File: config.mk
export PLATFORM = sky130hd
export DESIGN_NAME = bpa_port
export DESIGN_NICKNAME = d
export VERILOG_FILES = /design/src/hdl/bpa_port.v
export VERILOG_INCLUDE_DIRS = /design/src /design/src/hdl
export SDC_FILE = /design/constraint.sdc
export NUM_CORES = 1
export LEC_CHECK = 0
export ABC_CLOCK_PERIOD_IN_PS = 1930
export BUFFER_PORTS_ARGS = -buffer_cell sky130_fd_sc_hd__buf_2
export CORE_UTILIZATION = 30
export CTS_BUF_LIST = sky130_fd_sc_hd__clkbuf_4 sky130_fd_sc_hd__clkbuf_8
export DETAILED_ROUTE_END_ITERATION = 10
export PLACE_DENSITY_LB_ADDON = 0.2
export REMOVE_ABC_BUFFERS = 1
export SYNTH_ARGS = -nofsm -noshare
export SYNTH_HDL_FRONTEND = slang
export SYNTH_SLANG_ARGS = --single-unit
export TNS_END_PERCENT = 1
File: constraint.sdc
create_clock -name core_clk -period 1.93 [get_ports core_clk]
set_input_delay 0.0965 -clock core_clk [delete_from_list [all_inputs] [get_ports core_clk]]
set_output_delay 0.0965 -clock core_clk [all_outputs]
set_load 0.02 [all_outputs]
File: src/hdl/bpa_defines.vh
// Constants for the bidirectional port A block
// How it works
// - Four registers: pin direction, pin level port, output latch, analog select.
// - Eight pins, each usable as input or output.
// - Direction bit one makes the pin an input, driver released.
// - Direction bit zero drives the pin from its latch bit.
// - Port read returns pin levels; port write updates the latch.
// - Latch register reads back latched value at its own address.
// - Pin four input also feeds the timer zero clock input.
// - Pins six and seven are oscillator or I/O per oscillator setting.
// - Oscillator-owned pins read zero in port, direction and latch.
// - Analog select field picks analog or digital for pins five and three to zero.
// - After reset pins 5,3..0 are analog reading zero; pin four digital.
// - Pin four latch output is open drain; a peripheral on pin four and the other pins drive both levels.
// - An enabled sharing peripheral takes over its pin from GPIO.
`ifndef BPA_DEFINES_VH
`define BPA_DEFINES_VH

// Register offsets on the plain register port
`define BPA_ADDR_W        4
`define BPA_OFS_PORT      4'h0
`define BPA_OFS_DIR       4'h1
`define BPA_OFS_LATCH     4'h2
`define BPA_OFS_ADCFG     4'h3

// Widths
`define BPA_DATA_W        8
`define BPA_CFG_W         4

// Reset values
`define BPA_RST_DIR       8'hFF
`define BPA_RST_LATCH     8'h00
`define BPA_RST_CFG       4'h0
`define BPA_ZERO8         8'h00

// Pin roles
`define BPA_PIN_OD        4
`define BPA_OSC_MASK      8'hC0
`define BPA_CFG_MAX       4'hF

`endif

File: src/hdl/bpa_port.v
// Bidirectional port A: registers, pin drivers and pin sharing
//
// Our own choices: strobed register access and the register offsets.
`timescale 1ns/10ps
`include "bpa_defines.vh"

module bpa_port #(
    parameter WIDTH = 8
) (
    input  wire                   core_clk,
    input  wire                   reset,
    input  wire [`BPA_ADDR_W-1:0] reg_addr,
    input  wire [WIDTH-1:0]       reg_wdata,
    input  wire                   reg_wr,
    input  wire                   reg_rd,
    output reg  [WIDTH-1:0]       reg_rdata,
    input  wire [WIDTH-1:0]       pin_in,
    output reg  [WIDTH-1:0]       pin_out,
    output reg  [WIDTH-1:0]       pin_oe,
    input  wire                   osc_on_pins,
    input  wire [WIDTH-1:0]       periph_take,
    input  wire [WIDTH-1:0]       periph_out,
    input  wire [WIDTH-1:0]       periph_oe,
    output reg                    timer_zero_clock_input
);

    // ************************************************
    // Analog decode
    // ************************************************

    // Pins 5,3,2,1,0 are channels 4,3,2,1,0; field counts down the channels
    function [WIDTH-1:0] bpa_analog;
        input [`BPA_CFG_W-1:0] cfg;
        reg   [`BPA_CFG_W-1:0] cnt;
        begin
            cnt = `BPA_CFG_MAX - cfg;
            bpa_analog = {WIDTH{1'b0}};
            bpa_analog[0] = (cnt > 4'h0);
            bpa_analog[1] = (cnt > 4'h1);
            bpa_analog[2] = (cnt > 4'h2);
            bpa_analog[3] = (cnt > 4'h3);
            bpa_analog[5] = (cnt > 4'h4);
        end
    endfunction

    // ************************************************
    // Registers
    // ************************************************

    reg  [WIDTH-1:0]       dir_reg;
    reg  [WIDTH-1:0]       dir_next;
    reg  [WIDTH-1:0]       latch_reg;
    reg  [WIDTH-1:0]       latch_next;
    reg  [`BPA_CFG_W-1:0]  cfg_reg;
    reg  [`BPA_CFG_W-1:0]  cfg_next;
    reg  [WIDTH-1:0]       rdata_next;
    wire [WIDTH-1:0]       analog_mask;
    wire [WIDTH-1:0]       osc_mask;
    wire [WIDTH-1:0]       out_next;
    wire [WIDTH-1:0]       oe_next;

    assign analog_mask = bpa_analog(cfg_reg);
    assign osc_mask    = osc_on_pins ? `BPA_OSC_MASK : `BPA_ZERO8;

    // Write decode: port and latch offsets both land in the latch
    always @* begin
        dir_next   = dir_reg;
        latch_next = latch_reg;
        cfg_next   = cfg_reg;
        if (reg_wr) begin
            if (reg_addr == `BPA_OFS_PORT) begin
                latch_next = reg_wdata;
            end else if (reg_addr == `BPA_OFS_LATCH) begin
                latch_next = reg_wdata;
            end else if (reg_addr == `BPA_OFS_DIR) begin
                dir_next = reg_wdata;
            end else if (reg_addr == `BPA_OFS_ADCFG) begin
                cfg_next = reg_wdata[`BPA_CFG_W-1:0];
            end
        end
    end

    // Read decode; unmapped offsets read zero
    always @* begin
        rdata_next = {WIDTH{1'b0}};
        if (reg_rd) begin
            if (reg_addr == `BPA_OFS_PORT) begin
                rdata_next = pin_in & ~analog_mask & ~osc_mask;
            end else if (reg_addr == `BPA_OFS_LATCH) begin
                rdata_next = latch_reg & ~osc_mask;
            end else if (reg_addr == `BPA_OFS_DIR) begin
                rdata_next = dir_reg & ~osc_mask;
            end else if (reg_addr == `BPA_OFS_ADCFG) begin
                rdata_next = {{(WIDTH-`BPA_CFG_W){1'b0}}, cfg_reg};
            end
        end
    end

    // Register state; reset leaves pins inputs and analog pins analog
    always @(posedge core_clk) begin
        if (reset) begin
            dir_reg   <= `BPA_RST_DIR;
            latch_reg <= `BPA_RST_LATCH;
            cfg_reg   <= `BPA_RST_CFG;
            reg_rdata <= {WIDTH{1'b0}};
        end else begin
            dir_reg   <= dir_next;
            latch_reg <= latch_next;
            cfg_reg   <= cfg_next;
            reg_rdata <= rdata_next;
        end
    end

    // ************************************************
    // Pin drivers
    // ************************************************

    // Per pin driver choice from the next register values
    genvar i;
    generate
        for (i = 0; i < WIDTH; i = i + 1) begin : g_pin
            wire gp_oe;
            wire gp_out;
            if (i == `BPA_PIN_OD) begin : g_od
                // Open drain: drive low for zero, release for one
                assign gp_oe  = ~dir_next[i] & ~latch_next[i];
                assign gp_out = 1'b0;
            end else begin : g_pp
                assign gp_oe  = ~dir_next[i];
                assign gp_out = latch_next[i];
            end
            // Peripheral owns its pin; oscillator pins never driven here
            assign oe_next[i]  = osc_mask[i] ? 1'b0 :
                                 periph_take[i] ? periph_oe[i] : gp_oe;
            assign out_next[i] = periph_take[i] ? periph_out[i] : gp_out;
        end
    endgenerate

    // Pin outputs follow writes at the completing edge
    always @(posedge core_clk) begin
        if (reset) begin
            pin_oe  <= {WIDTH{1'b0}};
            pin_out <= {WIDTH{1'b0}};
            timer_zero_clock_input <= 1'b0;
        end else begin
            pin_oe  <= oe_next;
            pin_out <= out_next;
            timer_zero_clock_input <= pin_in[`BPA_PIN_OD];
        end
    end

endmodule // bpa_port

* After elaboration in Yosys (flattened, before gate mapping)
Cells that the tools add are included.
** Cells by class
- Add/subtract/negate cells :: 1
- $lt $le $gt $ge :: 5
- Eq/ne operators :: 3
- Muxes and demuxes :: 27
- Bitwise logic cells :: 21
- Reductions and logical operators :: 12
** Operator list (count)
- 8-bit 2-to-1 mux :: 11
- 8-bit AND :: 4
- 2-bit OR reduction :: 10
- 1-bit 2-to-1 mux :: 15
- 1-bit inverter :: 14
- 4-bit by 2-bit equality test with 1-bit output, second input constant :: 2
- 4-bit by 1-bit > comparator with 1-bit output, second input constant :: 2
- 4-bit by 2-bit > comparator with 1-bit output, second input constant :: 2
- 6-bit inverter with 8-bit output :: 1
- 8-bit inverter :: 1
- 5-bit AND reduction :: 1
- 4-bit by 1-bit equality test with 1-bit output, second input constant :: 1
- 4-bit by 3-bit > comparator with 1-bit output, second input constant :: 1
- 4-bit logical NOT :: 1
- 4-bit 2-to-1 mux :: 1
- 4-bit subtractor, first input constant :: 1
- 1-bit AND :: 1
** Storage, ports and cells
- Register bits after elaboration :: 45
- Input port bits :: 49
- Output and inout port bits :: 25
- Logic and storage cells :: 84

* Depth between registers and ports, before layout
- Depth in word-level cells :: 8
- Mapped depth :: 5
- Gate-level depth less buffers :: 4

* Least setup slack after synthesis
OpenSTA, ideal clock, no wires.
- Kind :: input-to-reg
- Start :: input reg_addr[3]
- End :: register dir_reg[6]
- Library setup time :: 0.123 ns
- Arrival :: 1.479 ns
- Slack :: 0.328 ns
- Cell stages on the path :: 5
- Path buffers :: 1
- Cell sequence :: or3_1 buf_2 nor2_2 mux2_2 or2_2
** On the way
- Longest elaborated chain between the ends :: 5
** Ends and longest elaborated chain
- from (decl) :: RTL line bpa_port.v:12 : input wire [`BPA_ADDR_W-1:0] reg_addr,
- 4-bit by 1-bit equality test with 1-bit output (no source line)
- 8-bit 2-to-1 mux :: RTL line bpa_port.v:75 : end else if (reg_addr == `BPA_OFS_DIR) begin
- 8-bit 2-to-1 mux :: RTL line bpa_port.v:73 : end else if (reg_addr == `BPA_OFS_LATCH) begin
- 8-bit 2-to-1 mux (*) :: RTL line bpa_port.v:71 : if (reg_addr == `BPA_OFS_PORT) begin
- 8-bit 2-to-1 mux (*) :: RTL line bpa_port.v:70 : if (reg_wr) begin
- to (signal assigned) :: RTL line bpa_port.v:102 : dir_reg <= `BPA_RST_DIR;
- to (signal assigned) :: RTL line bpa_port.v:107 : dir_reg <= dir_next;
- to (decl) :: RTL line bpa_port.v:50 : reg [WIDTH-1:0] dir_reg;
Mark *: on every way between the ends. The rest lies on a longest branch, timed or not.
A chain may end at the register's enable or synchronous reset.

* Worst setup path after layout
Same ends and word-level chain as after synthesis.

==> out/summary.txt <==
number of placement rows: 27
via total after detailed routing: 1667
Setup TNS: 0 ns
clock input transition at the sequential cells of the worst setup and hold paths: 0.08 ns
time the worst path needs with I/O delays and setup: 1.33 ns
drt drc: 0
Stages on worst setup path: 5
number of synthesized register bits: 45
post-route antenna net violation count: 0
total count of max-transition violations in the final report: 0
largest voltage drop on the vdd net: 382 uV
most frequently used flop master after synthesis: sky130_fd_sc_hd__dfxtp_1
Layout Cells excl Fill: 343
distinct cell type count after synthesis: 35
post-DP HPWL: 3410 um
Mean Syn Cell Area: 9.32 um2
count of pins on the block boundary: 74
MaxCap Viol Count: 0
Worst Reg2Reg Path Length in Cells: 4
post-synth design cell area: 1770 um2
global-route wire length before repair: 7420 um
number of enable flip-flop cells after synthesis: 0
number of buffers and inverters on the critical path: 1
setup violators final: 0
most instantiated cells after synthesis: 45 x sky130_fd_sc_hd__dfxtp_1, 32 x sky130_fd_sc_hd__nor2_1, 12 x sky130_fd_sc_hd__inv_1
launching element type of the critical path: primary input
path class of the lowest-slack min-delay path: primary input to flip-flop
TritonCTS sink count: 45
static leakage: 1.08 nW
y dimension of the die: 78.9 um
maximum net fanout on the critical path: 4
count of yosys warnings during synthesis: 0
total length of routed wires: 4570 um
Cells after Synth: 190
GRT Total Usage: 0.157
Remaining Overflow, GRT: 0
level count of the clock H-tree: 2
Max stage delay on crit path: 0.43 ns
die boundary width: 78.9 um
post-route clock period utilization: 0.689
# placed instances: 336
clock tree buffer depth: 2
area share of the largest cell type after synthesis: 0.508
total setup buffers inserted after CTS: 0
type of element capturing the critical path: flip-flop
final weighted congestion in routability-driven placement: 0.791
biggest area contributors in the synthesized netlist: sky130_fd_sc_hd__dfxtp_1 51%, sky130_fd_sc_hd__nor2_1 6.8%, sky130_fd_sc_hd__mux2i_1 5.1%, sky130_fd_sc_hd__mux2_2 3.8%, sky130_fd_sc_hd__a211oi_1 3.0%
CP max-delay cell: sky130_fd_sc_hd__or3_1
post-synthesis cell type with the largest combined area: sky130_fd_sc_hd__dfxtp_1
most frequent cell after synthesis: sky130_fd_sc_hd__dfxtp_1
status: complete, no violations
worst reg-to-reg setup slack: 0.76 ns
Reg2Reg Launch Point: cfg_reg[3]
pin count of the biggest net entering global routing: 32
ratio of cells with drive above 1 in the final layout: 0.369
worst-case headroom to the max-slew limit: 0.632
Clock Root Buffer: sky130_fd_sc_hd__clkbuf_8
ordered cell list for the critical path: buf_2, or3_1, nor2_2, mux2_2, or2_2
hold path startpoint: periph_take[5]
1st-pass router iterations: 4
count of antenna diodes in the layout: 0
data required time at the worst endpoint: 2.12 ns
transition time of the tightest slew-check pin: 0.551 ns
power per unit of standard cell area: 765 nW/um2
worst hold stages: 2
hold buffer count at CTS: 0
Inserted Clock Buffers: 5
Clock Skew: 0.00515 ns
core region area: 5610 um2
CTS tree: done
cts repair resizes: 0
start point of the critical path: reg_addr[3]
dominant delay contributor by cell family on the critical path: simple AND/OR/NAND/NOR gates
post-DR vias/cell: 4.86
overall die area: 6220 um2
total power of the final layout: 1.80 mW
detail-routed net length per standard cell: 13.3 um
critical path class: primary input to flip-flop
final-report hold violation count: 0
register area share after synthesis: 0.508
Arr. time, crit path: 1.51 ns
fraction of synthesis flops using an asynchronous set or reset pin: 0
Fmax: 752 MHz
number of antenna violations at the first check in global routing: 0
Clk Latency, worst-skew pair: 0.30 ns
number of global-route vias before repair: 1607
number of DRC violations after detailed-routing iteration 0: 87
P&R area growth vs syn: 33.0%
Initial Utilization: 0.316
Port Buf Inserts: 73
final layout net count: 320
Post-Route Hold Slack: 0.0126 ns
RSZ-0062 raised after global routing: false
## cell type report
type	instances	area [um2]
clock buffers	7	90.1
inverters	12	45.0
flip-flops and latches	45	901
multi-input cells	125	797
fillers	607	3250
repair buffers	82	433
well taps	72	90.1
## cells in the final DEF, fill, tap and decap left out, drive strengths merged
cell / n
a2111oi: 2
a211o: 6
a211oi: 7
a21oi: 8
a221oi: 2
a22o: 4
a22oi: 1
a2bb2oi: 1
a31oi: 1
a32oi: 1
and3b: 1
buf: 82
clkbuf: 7
dfxtp: 45
inv: 12
mux2: 6
mux2i: 9
nand2: 11
nand2b: 2
nand3: 3
nand4: 2
nor2: 33
nor2b: 3
nor3: 1
nor4b: 1
o211ai: 1
o21a: 5
o21ai: 1
o22ai: 6
o31ai: 1
o41ai: 2
or2: 3
or3: 1
## stage by stage
step | worst slack, ns | util | area (um2)
after CTS | 0.619 | 0.420 | 2360
after detailed placement | 0.304 | 0.404 | 2270
after global placement | 0.335 | 0.404 | 2270
final | 0.601 | 0.420 | 2360
after floorplan | -0.0864 | - | 1740
after global routing | 0.517 | 0.420 | 2360
## per-layer routing
metal  vias to the layer above  track usage  share of wire
met5                         -            0              0
met4                         0       0.0564          0.013
met3                         7       0.0379          0.058
met2                        58        0.256           0.47
met1                       767        0.200           0.46
li1                        835            -              -
## path summary, 6_finish.rpt
kind                                endpoint
worst max register to register  reg_rdata[3]
worst min-delay path               pin_oe[5]
worst max-delay path              dir_reg[6]
worst min register to register  reg_rdata[4]
## where the power goes
group,total [mW],leakage [nW],internal [mW],switching [mW]
Clock,0.608,0.0477,0.299,0.309
Combinational,0.230,0.660,0.102,0.128
Sequential,0.964,0.367,0.956,0.00851
## kinds of logic after synthesis
group,count (synthesis),synth area share
and+or+nand+nor,61,0.155
AOI/OAI and AO/OA,49,0.203
DFF,45,0.508
buffers and inverters,20,0.0452
muxes,15,0.0890
No activity file was read; power rests on OpenSTA's default activity.
